<file path="config.mk">
export PLATFORM = sky130hd
export DESIGN_NAME = e3lapd_tx
export DESIGN_NICKNAME = d
export VERILOG_FILES = /design/src/hdl/e3lapd_fifo.v /design/src/hdl/e3lapd_tx.v
export VERILOG_INCLUDE_DIRS = /design/src /design/src/hdl
export SDC_FILE = /design/constraint.sdc
export NUM_CORES = 1
export LEC_CHECK = 0
export ABC_CLOCK_PERIOD_IN_PS = 3550
export BUFFER_PORTS_ARGS = -buffer_cell sky130_fd_sc_hd__buf_4
export CAP_MARGIN = 10
export CORE_MARGIN = 8
export CORE_UTILIZATION = 40
export DETAILED_ROUTE_END_ITERATION = 10
export PLACE_DENSITY = 0.63
export SETUP_SLACK_MARGIN = 0.15
export SLEW_MARGIN = 0
export SYNTH_ARGS = -nofsm -noshare
export SYNTH_HDL_FRONTEND = slang
export SYNTH_SLANG_ARGS = --single-unit
export TNS_END_PERCENT = 1
</file>
<file path="constraint.sdc">
create_clock -name core_clk -period 3.55 [get_ports core_clk]
set_input_delay 0.5325 -clock core_clk [delete_from_list [all_inputs] [get_ports core_clk]]
set_output_delay 0.5325 -clock core_clk [all_outputs]
set_load 0.005 [all_outputs]
</file>
<file path="src/hdl/e3lapd_defines.vh">
// constants for the e3 path maintenance message transmitter
`ifndef E3LAPD_DEFINES_VH
`define E3LAPD_DEFINES_VH
`define E3L_ADDR_OPMODE      16'h1100
`define E3L_ADDR_TXE3_CFG    16'h1130
`define E3L_ADDR_TXMSG_CFG   16'h1133
`define E3L_ADDR_TXMSG_BUF   16'h11b0
`define E3L_OPMODE_RST       8'h00
`define E3L_TXE3_RST         8'h00
`define E3L_TXMSG_RST        8'h00
`define E3L_TXE3_MASK        8'h17
`define E3L_TXMSG_MASK       8'h8b
`define E3L_BIT_NR_SEL       4
`define E3L_BIT_ENABLE       0
`define E3L_BIT_LEN82        1
`define E3L_BIT_AUTO         3
`define E3L_BIT_ANYLEN       7
`define E3L_BIT_BUSY         5
`define E3L_FLAG             8'h7e
`define E3L_HDR_BYTES        7'h04
`define E3L_LEN_STD          7'h4c
`define E3L_LEN_ITU          7'h52
`define E3L_BUF_DEPTH        90
`define E3L_CRC_POLY         16'h1021
`define E3L_CRC_INIT         16'hffff
`define E3L_STUFF_RUN        3'h5
`define E3L_SECOND_NS        1000000000
`define E3L_CLK_PERIOD_NS    10
`define E3L_FIFO_DEPTH       8
`endif

</file>
<file path="src/hdl/e3lapd_fifo.v">
// small synchronous fifo carrying outbound octets to the overhead slot
`timescale 1ns/1ps
module e3lapd_fifo #(
    parameter WIDTH = 8,
    parameter DEPTH = 8,
    parameter AW    = 3
) (
    input  wire             core_clk,  // clock
    input  wire             reset_n,   // async reset, active low
    input  wire             in_valid,  // write request
    output wire             in_ready,  // not full
    input  wire [WIDTH-1:0] in_data,   // write data
    output wire             out_valid, // not empty
    input  wire             out_ready, // read request
    output wire [WIDTH-1:0] out_data   // head word
);
    reg [WIDTH-1:0] mem [0:DEPTH-1];
    reg [AW-1:0]    wr_ptr_q;
    reg [AW-1:0]    rd_ptr_q;
    reg [AW:0]      count_q;
    wire            push;
    wire            pop;

    assign in_ready  = (count_q != DEPTH[AW:0]);
    assign out_valid = (count_q != {(AW+1){1'b0}});
    assign out_data  = mem[rd_ptr_q];
    assign push      = in_valid && in_ready;
    assign pop       = out_valid && out_ready;

    always @(posedge core_clk) begin
        if (push) begin
            mem[wr_ptr_q] <= in_data;
        end
    end

    always @(posedge core_clk or negedge reset_n) begin
        if (!reset_n) begin
            wr_ptr_q <= {AW{1'b0}};
            rd_ptr_q <= {AW{1'b0}};
            count_q  <= {(AW+1){1'b0}};
        end else begin
            if (push) begin
                wr_ptr_q <= (wr_ptr_q == DEPTH[AW-1:0] - 1'b1) ? {AW{1'b0}} : wr_ptr_q + 1'b1;
            end
            if (pop) begin
                rd_ptr_q <= (rd_ptr_q == DEPTH[AW-1:0] - 1'b1) ? {AW{1'b0}} : rd_ptr_q + 1'b1;
            end
            if (push && !pop) begin
                count_q <= count_q + 1'b1;
            end else if (pop && !push) begin
                count_q <= count_q - 1'b1;
            end
        end
    end
endmodule

</file>
<file path="src/hdl/e3lapd_tx.v">
// transmit controller for path maintenance messages in the e3 nr or gc byte
// How it works
// - header control byte is 0x03, so frames are unnumbered
// - payload sent is exactly the bytes software stored: 76, 82 or any count
// - a 16-bit check over header and payload uses x16+x12+x5+1
// - check value follows payload, high byte first, then closing flag
// - both fixed 76/82 byte and variable length messages up to 86 bytes
// - channel select bit 4: 1 carries bytes in nr, 0 in gc
// - one octet of the stuffed bit stream goes into the selected byte of every frame while enabled
// - enable bit 0 starts the transmitter; clearing it stops messages
// - while enabled and not sending, continuous 0x7e flags are sent
// - a 90-byte store holds flag, header, payload of the next message
// - 0x7e flags open and close every message frame
// - length bit 1: 1 means 82 payload bytes, 0 means 76
// - auto retransmit bit 3 resends the stored message every second
`timescale 1ns/1ps
`include "e3lapd_defines.vh"
module e3lapd_tx #(
    parameter SEC_CYCLES = `E3L_SECOND_NS / `E3L_CLK_PERIOD_NS
) (
    input  wire       core_clk,    // 100 mhz clock
    input  wire       reset_n,     // async reset, active low
    input  wire [15:0] cpu_addr,   // register address
    input  wire       cpu_wr,      // write strobe, one cycle
    input  wire       cpu_rd,      // read strobe, one cycle
    input  wire [7:0] cpu_wdata,   // write data
    output reg  [7:0] cpu_rdata_q, // read data, valid cycle after cpu_rd
    input  wire       frame_slot,  // pulse: overhead byte slot of a frame
    output reg        nr_ins_q,    // pulse: oh_byte_q goes into nr byte
    output reg        gc_ins_q,    // pulse: oh_byte_q goes into gc byte
    output reg  [7:0] oh_byte_q    // byte for the overhead position
);
    localparam S_IDLE = 4'b0001;
    localparam S_OPEN = 4'b0010;
    localparam S_DATA = 4'b0100;
    localparam S_FCS  = 4'b1000;

    function [15:0] crc_step;
        input [15:0] crc;
        input        bit_in;
        begin
            crc_step = {crc[14:0], 1'b0} ^ ((crc[15] ^ bit_in) ? `E3L_CRC_POLY : 16'h0000);
        end
    endfunction

    reg [7:0]  opmode_q;
    reg [7:0]  txe3_q;
    reg [7:0]  txmsg_q;
    reg [7:0]  buf_mem [0:`E3L_BUF_DEPTH-1];
    reg [6:0]  wr_cnt_q;
    reg [6:0]  last_q;
    reg        has_msg_q;
    reg        pend_q;
    reg [31:0] sec_cnt_q;
    reg [3:0]  state_q;
    reg [7:0]  cur_q;
    reg [2:0]  bit_q;
    reg [6:0]  idx_q;
    reg [2:0]  ones_q;
    reg [15:0] crc_q;
    reg        fcs_lo_q;
    reg [7:0]  asm_q;
    reg [2:0]  asm_cnt_q;
    reg        asm_full_q;

    wire       enable  = txmsg_q[`E3L_BIT_ENABLE];
    wire       anylen  = txmsg_q[`E3L_BIT_ANYLEN];
    wire [6:0] std_len = txmsg_q[`E3L_BIT_LEN82] ? `E3L_LEN_ITU : `E3L_LEN_STD;
    wire [6:0] std_tot = std_len + `E3L_HDR_BYTES;
    wire       wr_buf  = cpu_wr && (cpu_addr == `E3L_ADDR_TXMSG_BUF);
    wire       wr_msg  = cpu_wr && (cpu_addr == `E3L_ADDR_TXMSG_CFG);
    wire       sec_tick = (sec_cnt_q == SEC_CYCLES - 1);
    wire       busy    = !state_q[0];
    wire       fifo_in_ready;
    wire       fifo_out_valid;
    wire [7:0] fifo_out_data;
    wire       stuffed = state_q[2] || state_q[3];
    // a run of five ones left by the check value is still broken before the closing flag
    wire       stuff_now = (ones_q == `E3L_STUFF_RUN);
    wire       tx_bit  = stuff_now ? 1'b0 : cur_q[bit_q];
    wire [15:0] crc_next = crc_step(crc_q, tx_bit);
    wire       step    = !asm_full_q && enable;
    wire       byte_end = step && !stuff_now && (bit_q == 3'h7);
    wire       fill_done = wr_buf && !anylen && (wr_cnt_q + 7'h01 == std_tot);
    wire       arm_en  = wr_msg && cpu_wdata[`E3L_BIT_ENABLE] && (wr_cnt_q >= `E3L_HDR_BYTES);
    wire       start_req = fill_done || arm_en
                           || (txmsg_q[`E3L_BIT_AUTO] && sec_tick && has_msg_q);
    wire       take    = byte_end && state_q[0] && pend_q;

    // register port and message store
    always @(posedge core_clk) begin
        if (wr_buf && (wr_cnt_q < `E3L_BUF_DEPTH)) begin
            buf_mem[wr_cnt_q] <= cpu_wdata;
        end
    end

    always @(posedge core_clk or negedge reset_n) begin
        if (!reset_n) begin
            opmode_q    <= `E3L_OPMODE_RST;
            txe3_q      <= `E3L_TXE3_RST;
            txmsg_q     <= `E3L_TXMSG_RST;
            cpu_rdata_q <= 8'h00;
            wr_cnt_q    <= 7'h00;
            last_q      <= 7'h00;
            has_msg_q   <= 1'b0;
            pend_q      <= 1'b0;
            sec_cnt_q   <= 32'h0000_0000;
        end else begin
            if (cpu_wr && cpu_addr == `E3L_ADDR_OPMODE) begin
                opmode_q <= cpu_wdata;
            end
            if (cpu_wr && cpu_addr == `E3L_ADDR_TXE3_CFG) begin
                txe3_q <= cpu_wdata & `E3L_TXE3_MASK;
            end
            if (wr_msg) begin
                txmsg_q <= cpu_wdata & `E3L_TXMSG_MASK;
            end
            if (cpu_rd) begin
                case (cpu_addr)
                    `E3L_ADDR_OPMODE:    cpu_rdata_q <= opmode_q;
                    `E3L_ADDR_TXE3_CFG:  cpu_rdata_q <= txe3_q;
                    `E3L_ADDR_TXMSG_CFG: cpu_rdata_q <= txmsg_q | ({7'h00, busy} << `E3L_BIT_BUSY);
                    default:             cpu_rdata_q <= 8'h00;
                endcase
            end
            sec_cnt_q <= sec_tick ? 32'h0000_0000 : sec_cnt_q + 32'h0000_0001;
            if (take) begin
                // length is frozen for a freshly stored message; a repeat keeps it
                if (wr_cnt_q != 7'h00) begin
                    last_q <= anylen ? wr_cnt_q - 7'h01 : std_tot - 7'h01;
                end
                has_msg_q <= 1'b1;
                wr_cnt_q  <= 7'h00;
            end else if (wr_buf && (wr_cnt_q < `E3L_BUF_DEPTH)) begin
                wr_cnt_q <= wr_cnt_q + 7'h01;
            end
            if (start_req) begin
                pend_q <= 1'b1;
            end else if (take || !enable) begin
                pend_q <= 1'b0;
            end
        end
    end

    // bit engine: flags, message bytes, check value
    always @(posedge core_clk or negedge reset_n) begin
        if (!reset_n) begin
            state_q  <= S_IDLE;
            cur_q    <= `E3L_FLAG;
            bit_q    <= 3'h0;
            idx_q    <= 7'h00;
            ones_q   <= 3'h0;
            crc_q    <= `E3L_CRC_INIT;
            fcs_lo_q <= 1'b0;
        end else if (!enable) begin
            state_q  <= S_IDLE;
            cur_q    <= `E3L_FLAG;
            bit_q    <= 3'h0;
            ones_q   <= 3'h0;
        end else if (step) begin
            if (stuff_now) begin
                ones_q <= 3'h0;
            end else begin
                ones_q <= (stuffed && tx_bit) ? ones_q + 3'h1 : 3'h0;
                if (state_q[2]) begin
                    crc_q <= crc_next;
                end
                bit_q <= bit_q + 3'h1;
            end
            if (byte_end) begin
                case (state_q)
                    S_IDLE: begin
                        if (pend_q) begin
                            state_q <= S_OPEN;
                            cur_q   <= buf_mem[0];
                        end else begin
                            cur_q   <= `E3L_FLAG;
                        end
                    end
                    S_OPEN: begin
                        state_q <= S_DATA;
                        idx_q   <= 7'h01;
                        cur_q   <= buf_mem[1];
                        crc_q   <= `E3L_CRC_INIT;
                    end
                    S_DATA: begin
                        if (idx_q == last_q) begin
                            state_q  <= S_FCS;
                            fcs_lo_q <= 1'b0;
                            cur_q    <= ~crc_next[15:8];
                        end else begin
                            idx_q <= idx_q + 7'h01;
                            cur_q <= buf_mem[idx_q + 7'h01];
                        end
                    end
                    S_FCS: begin
                        if (fcs_lo_q) begin
                            state_q <= S_IDLE;
                            cur_q   <= `E3L_FLAG;
                        end else begin
                            fcs_lo_q <= 1'b1;
                            cur_q    <= ~crc_q[7:0];
                        end
                    end
                    default: begin
                        state_q <= S_IDLE;
                        cur_q   <= `E3L_FLAG;
                    end
                endcase
            end
        end
    end

    // regroup the stuffed bit stream into octets, lsb first
    always @(posedge core_clk or negedge reset_n) begin
        if (!reset_n) begin
            asm_q      <= 8'h00;
            asm_cnt_q  <= 3'h0;
            asm_full_q <= 1'b0;
        end else if (asm_full_q) begin
            if (fifo_in_ready) begin
                asm_full_q <= 1'b0;
            end
        end else if (step) begin
            asm_q     <= {tx_bit, asm_q[7:1]};
            asm_cnt_q <= asm_cnt_q + 3'h1;
            if (asm_cnt_q == 3'h7) begin
                asm_full_q <= 1'b1;
            end
        end
    end

    e3lapd_fifo #(
        .WIDTH (8),
        .DEPTH (`E3L_FIFO_DEPTH),
        .AW    (3)
    ) u_fifo (
        .core_clk  (core_clk),
        .reset_n   (reset_n),
        .in_valid  (asm_full_q),
        .in_ready  (fifo_in_ready),
        .in_data   (asm_q),
        .out_valid (fifo_out_valid),
        .out_ready (frame_slot && enable),
        .out_data  (fifo_out_data)
    );

    // one octet per outbound frame into the chosen overhead byte
    always @(posedge core_clk or negedge reset_n) begin
        if (!reset_n) begin
            nr_ins_q  <= 1'b0;
            gc_ins_q  <= 1'b0;
            oh_byte_q <= `E3L_FLAG;
        end else begin
            nr_ins_q <= frame_slot && enable && txe3_q[`E3L_BIT_NR_SEL];
            gc_ins_q <= frame_slot && enable && !txe3_q[`E3L_BIT_NR_SEL];
            if (frame_slot) begin
                oh_byte_q <= fifo_out_valid ? fifo_out_data : `E3L_FLAG;
            end
        end
    end
endmodule

</file>
Word level (Yosys, flattened, before mapping) --
Memory sizes are Yosys's and may differ from the RTL's. Index checks and enable logic that the tools add are counted.
Operators by class: $add $sub $neg 13, reduce and logical (&&, ||, !) cells 51, equal/unequal tests 25, multiplexer cells 54, order comparisons 3, bitwise logic cells 6
Operator list (count):
- 16-bit by 13-bit equality test with 1-bit output, second input constant | 4
- 16-bit 2-to-1 mux | 4
- 8-bit 2-to-1 mux | 7
- 32-bit by 1-bit adder with 32-bit output, second input constant | 1
- 32-bit by 27-bit equality test with 1-bit output, second input constant | 1
- 32-bit 2-to-1 mux | 1
- 4-bit 2-to-1 mux | 8
- 8-bit case mux with 4 select lines | 1
- 7-bit 2-to-1 mux | 4
- 3-bit 2-to-1 mux | 9
- 1-bit logical AND | 24
- 8-bit case mux with 3 select lines | 1
- 8-bit NOT | 2
- 4-bit case mux with 4 select lines | 1
- 16-bit by 13-bit bitwise XOR with 16-bit output | 1
- 3-bit by 1-bit adder with 3-bit output, second input constant | 5
- 3-bit equality test, second input constant | 5
- 5-bit AND reduction | 3
- 7-bit by 1-bit adder with 7-bit output, second input constant | 2
- 7-bit equality test | 2
- 7-bit case mux with 2 select lines | 1
- 7-bit by 1-bit subtractor with 7-bit output, second input constant | 2
- 1-bit 2-to-1 mux | 13
- 13-bit 2-to-1 mux | 1
- 26 further kinds | 49
Word-level totals: input bits 29, bits in writable memories 784, output and inout bits 18, memories kept 2, register bits after elaboration 146, logic and storage cells 179
Memories:
- buf_mem | depth 90, width 8, rd ports 3, clocked after Yosys merged registers in 0, write ports 1, line e3lapd_tx.v:49 | reg [7:0] buf_mem [0:`E3L_BUF_DEPTH-1];
- u_fifo.mem | depth 8, width 8, rd ports 1, clocked after Yosys merged registers in 0, write ports 1, line e3lapd_fifo.v:17 | reg [WIDTH-1:0] mem [0:DEPTH-1];

Logic depth before layout (Yosys ltp) --
depth after elaboration 12, mapped depth 12, depth with buffers taken out 12

By module --
Synthesis repeated with hierarchy kept, for this count alone.
Unflattened totals: cells, all modules 2222, area, all modules 38219.2 um2
By module, submodules not included:
- e3lapd_tx | sequential area each 25060.3 um2, times used 1, cells each 2063, area each 35054.9 um2
- e3lapd_fifo | sequential area each 2172.1 um2, times used 1, cells each 159, area each 3164.3 um2

Worst setup path before layout --
Ideal clock, no wire load.
path type input-to-reg, from input cpu_addr[10], to memory buf_mem[89][0], enable pin, cell stages on the path 5, required time 3.155 ns, buffers on the path 1, arrival time 2.443 ns, setup time 0.395 ns, path slack 0.712 ns, cells stage by stage nor4b_1 nand4_1 or3b_1 clkbuf_1 nor4_1
Between the ends: longest elaborated chain between the ends 5
Ends and longest elaborated chain:
- start: declaration | line e3lapd_tx.v:23 | input wire [15:0] cpu_addr,
- 16-bit by 13-bit equality test with 1-bit output (no source line)
- 1-bit logical AND | line e3lapd_tx.v:70 | wire wr_buf = cpu_wr && (cpu_addr == `E3L_ADDR_TXMSG_BUF);
- 1-bit logical AND | line e3lapd_tx.v:92 | if (wr_buf && (wr_cnt_q < `E3L_BUF_DEPTH)) begin
- 1-bit 2-to-1 mux | line e3lapd_tx.v:92
- 1-bit 2-to-1 mux (implied by the code) | line e3lapd_tx.v:93 | buf_mem[wr_cnt_q] <= cpu_wdata;
- end: declaration | line e3lapd_tx.v:49
Every way passes these cells.

Worst setup path after layout --
from register idx_q[4], to register cur_q[1]
Between the ends: longest elaborated chain between the ends 7, elaborated cells between the ends (all ways) 8
Ends and longest elaborated chain:
- start: declaration | line e3lapd_tx.v:58 | reg [6:0] idx_q;
- start signal: assignment | line e3lapd_tx.v:192 | idx_q <= idx_q + 7'h01;
- 7-bit by 1-bit adder with 7-bit output | line e3lapd_tx.v:193 | cur_q <= buf_mem[idx_q + 7'h01];
- memory 90 x 8 bit
- 8-bit 2-to-1 mux * | line e3lapd_tx.v:187 | if (idx_q == last_q) begin
- 8-bit case mux with 4 select lines * | line e3lapd_tx.v:171 | case (state_q)
- 8-bit 2-to-1 mux * | line e3lapd_tx.v:170 | if (byte_end) begin
- 8-bit 2-to-1 mux * | line e3lapd_tx.v:160 | end else if (step) begin
- 8-bit 2-to-1 mux * | line e3lapd_tx.v:155 | end else if (!enable) begin
- end signal: assignment | line e3lapd_tx.v:157 | cur_q <= `E3L_FLAG;
- end signal: assignment | line e3lapd_tx.v:175 | cur_q <= buf_mem[0];
- end signal: assignment | line e3lapd_tx.v:177 | cur_q <= `E3L_FLAG;
- end: declaration | line e3lapd_tx.v:56 | reg [7:0] cur_q;
Every way passes the cells marked *; elsewhere a longest branch is shown, timed or not. The select of a mux whose other input is x is not followed. A chain may end at the register's enable or synchronous reset.

==> results.py <==
metrics = {
    "synth": {
        "synth_xor_area_frac": 0.0162,
        "synth-seq-area-share": 0.713,
        "synth-adder-area-share": 0.00642,
        "synth.area.top_cells": "edfxtp_1 (62%), mux4_2 (12%), dfrtp_1 (7.7%)",
        "synth_top_area_cell": "edfxtp_1",
        "synthSimpleGateAreaFrac": 0.0683,
        "synthMuxAreaShare": 0.136,
        "yosys_warnings": 0,
        "yosysUniqueCellTypes": 83,
        "async_flop_share": 0.157,
        "syn_inst": 2243,
        "ys_seq_elements": 930,
        "synth_most_common_cell": "edfxtp_1",
        "synth_edf_count": 784,
        "synth_nets": 2291,
        "synth_top_family_by_area": "multiplexers",
        "synth_top_area_share": 0.616,
        "avgSynthCellArea_um2": 17.0,
        "syn-cell-area_mm2": 0.0382,
        "synth_common_cells": "edfxtp_1 (784), mux4_2 (196), nor2_1 (195), nand2_1 (188), dfrtp_1 (117)",
        "synth_compound_area_frac": 0.0426,
        "synth_ff_type": "edfxtp_1",
    },
    "cts": {
        "htreeDepth": 3,
        "cts_root_buf": "clkbuf_16",
        "cts_tree": "done",
        "cts_buffers": 95,
        "clkSlewWorstSetupHoldPaths_ns": 0.07,
        "clock_path_buffers": 3,
        "clk_latency_ns": 0.67,
        "clock-sinks": 930,
    },
    "pwr": {
        "power_switching_share": 0.298,
        "power_frac_comb": 0.272,
        "clkPwrFrac": 0.319,
        "p_int_mw": 22.7,
        "vdd_drop_max_mv": 0.434,
        "seqPwrFrac": 0.410,
        "p_leak_nw": 14.9,
        "p_switching_mw": 9.61,
        "power_density_mw_per_mm2": 732,
    },
    "sta": {
        "worst_slack_ns": 0.457,
        "fmaxAchievable_ghz": 0.323,
        "grt_setup_unrepaired": "false",
        "worst_hold_slack_ns": 0.177,
        "finalSetupTns_ns": 0,
        "period_share": 0.871,
        "period_minus_slack_ns": 3.09,
        "worstMarginPinSlew_ns": 1.26,
        "slew_viol_final": 0,
        "setup_viol": 0,
        "final.setup_skew_ns": 0.0397,
        "report.final.hold_viol_count": 0,
        "slew_headroom": 0.155,
    },
    "placed_design": {
        "dp_cells": 3584,
        "io_buffers": 46,
        "dp.final_hpwl_um": 59400,
        "pre_cts_ws_ns": 0.555,
        "place_congestion": 0.922,
    },
    "detailed_routing": {
        "wl_per_cell_um": 24.4,
        "wl_um": 92000,
        "drtIter0Drc": 2274,
        "vias_per_cell": 5.60,
        "vias": 21100,
        "detail_route.first_pass.iterations": 6,
        "post-route-drc-count": 0,
        "drtAntennaViolNets": 0,
    },
    "floorplanning": {
        "row_count": 113,
        "die_area_mm2": 0.106,
        "core-area_mm2": 0.0949,
        "start_util": 0.403,
        "die_y_um": 325,
        "dieWidth_um": 325,
        "ioPinCount": 47,
    },
    "global_routing": {
        "grt_start_max_net_pins": 93,
        "grt_overflow": 0,
        "antenna_found_initial": 2,
        "grt_pass1_vias": 21300,
        "grt_usage": 0.170,
        "grt_pass1_wl_um": 138000,
    },
    "cells_and_area": {
        "drive_gt1_frac": 0.243,
        "fin_cells": 3762,
        "syn_to_final_growth_pct": 15.4,
        "final_nets": 2465,
        "antennaDiodeCount": 0,
    },
    "critical_path": {
        "critPathRequiredTime_ns": 4.13,
        "cp_max_fo": 20,
        "start_kind": "register",
        "endpoint_kind": "register",
        "crit_arrival_ns": 3.68,
        "crit_type": "reg -> reg",
    },
    "hold_path": {
        "min_path_type": "in -> reg",
    },
    "flow_run": {
        "drv_cap": 0,
    },
    "outcome": {
        "outcome": "finished clean",
    },
}
==> layout make-up <==
class | instances | area [um^2]
inverters | 17 | 63.8
clock buffers | 108 | 2430
flip-flops and latches | 930 | 27200
clock inverters | 69 | 823
multi-input cells | 1170 | 10300
well taps | 1265 | 1580
repair buffers | 203 | 1640
fillers | 7955 | 50800
==> metal layers <==
layer,wire length (um),share of wire,global-route usage,up-vias
met5,13,0.00014,0,-
li1,-,-,-,9159
met4,2580,0.028,0.0545,2
met3,6520,0.071,0.0304,145
met2,43600,0.47,0.272,858
met1,39300,0.43,0.237,10900
==> power groups by stage <==
stage,Sequential [mW],Clock (mW),Combinational [mW]
after floorplan,13.0,0,6.39
after global placement,13.4,0,8.64
after detailed placement,13.4,0,8.81
after CTS,13.2,10.5,8.85
after global routing,13.3,10.9,9.38
final,13.2,10.3,8.77
==> worst max-delay path: stages (launching register included) <==
cell and delay (ns):
dfrtp_1 0.91, xnor2_1 0.26, nand3b_1 0.20, nand2_1 0.35
buf_4 0.33, a311oi_1 0.57, a2bb2oi_1 0.14, a32oi_1 0.22
==> path summary, 6_finish.rpt <==
check	from	endpoint	cells after the start	slack, ns
max	idx_q[4]$_DFFE_PN0P_	cur_q[1]$_DFFE_PN1P_	7	0.46
min	cpu_rd	cpu_rdata_q[2]$_DFFE_PN0P_	2	0.18
max reg2reg	idx_q[4]$_DFFE_PN0P_	cur_q[1]$_DFFE_PN1P_	7	0.46
min reg2reg	has_msg_q$_DFFE_PN0P_	has_msg_q$_DFFE_PN0P_	1	0.48
max in group asynchronous	reset_n	crc_q[10]$_DFFE_PN1P_	3	2.14
min in group asynchronous	reset_n	u_fifo.rd_ptr_q[2]$_DFFE_PN0P_	2	0.49
==> registers in the layout (all words and copies together), names as in the netlist, 3 cells and up <==
signal,count
u_fifo.count_q,4
asm_q,8
txmsg_q,4
ones_q,3
opmode_q,8
buf_mem,720
u_fifo.mem,64
state_q,4
bit_q,3
txe3_q,4
u_fifo.rd_ptr_q,3
oh_byte_q,8
cur_q,8
crc_q,16
idx_q,7
sec_cnt_q,32
wr_cnt_q,7
u_fifo.wr_ptr_q,3
asm_cnt_q,3
last_q,7
cpu_rdata_q,8
==> layout by cell type, fill, tap and decap left out, drive strengths merged, types with 9 or more instances in the layout <==
master | netlist | routed
edfxtp | 784 | 784
buf | 62 | 202
mux4 | 196 | 196
nor2 | 195 | 195
nand2 | 188 | 188
dfrtp | 117 | 117
clkbuf | 64 | 108
nand3 | 64 | 64
a21oi | 56 | 56
o21ai | 49 | 49
clkinv | 1 | 49
mux2i | 45 | 45
xnor2 | 40 | 40
dfstp | 29 | 29
xor2 | 29 | 29
mux2 | 28 | 28
a32oi | 18 | 18
ha | 18 | 18
inv | 16 | 18
nand4 | 17 | 17
nor2b | 16 | 16
nor3 | 16 | 16
a211oi | 15 | 15
bufinv | 0 | 15
nand2b | 13 | 13
a22oi | 13 | 13
and3 | 12 | 12
and2 | 12 | 12
a31oi | 10 | 10
o22ai | 9 | 9
==> cell families (layout without fill, tap and decap cells) <==
group | Yosys count | after routing
adders and majority gates | 19 | 19
xor gates and xnor gates | 69 | 69
muxes | 269 | 269
and+or+nand+nor | 575 | 575
buffers and inverters | 143 | 397
DFF | 930 | 930
AOI/OAI and AO/OA | 238 | 238
==> per-stage QoR <==
| step | power (mW) | util | area, um^2 |
|---|---|---|---|
| floorplan | 19.4 | - | 38200 |
| global placement | 22.0 | 0.431 | 40900 |
| detailed placement | 22.2 | 0.431 | 40900 |
| CTS | 32.5 | 0.465 | 44100 |
| global route | 33.6 | 0.465 | 44100 |
| finish | 32.3 | 0.465 | 44100 |
==> what timing repair did <==
| item | CTS | global route |
|---|---|---|
| hold endpoints to repair | 72 | 0 |
| setup buffers | 0 | 0 |
| hold buffers | 1 | 0 |
| resized for setup | 0 | 0 |
Note: power is estimated with default switching activity, not from simulation.
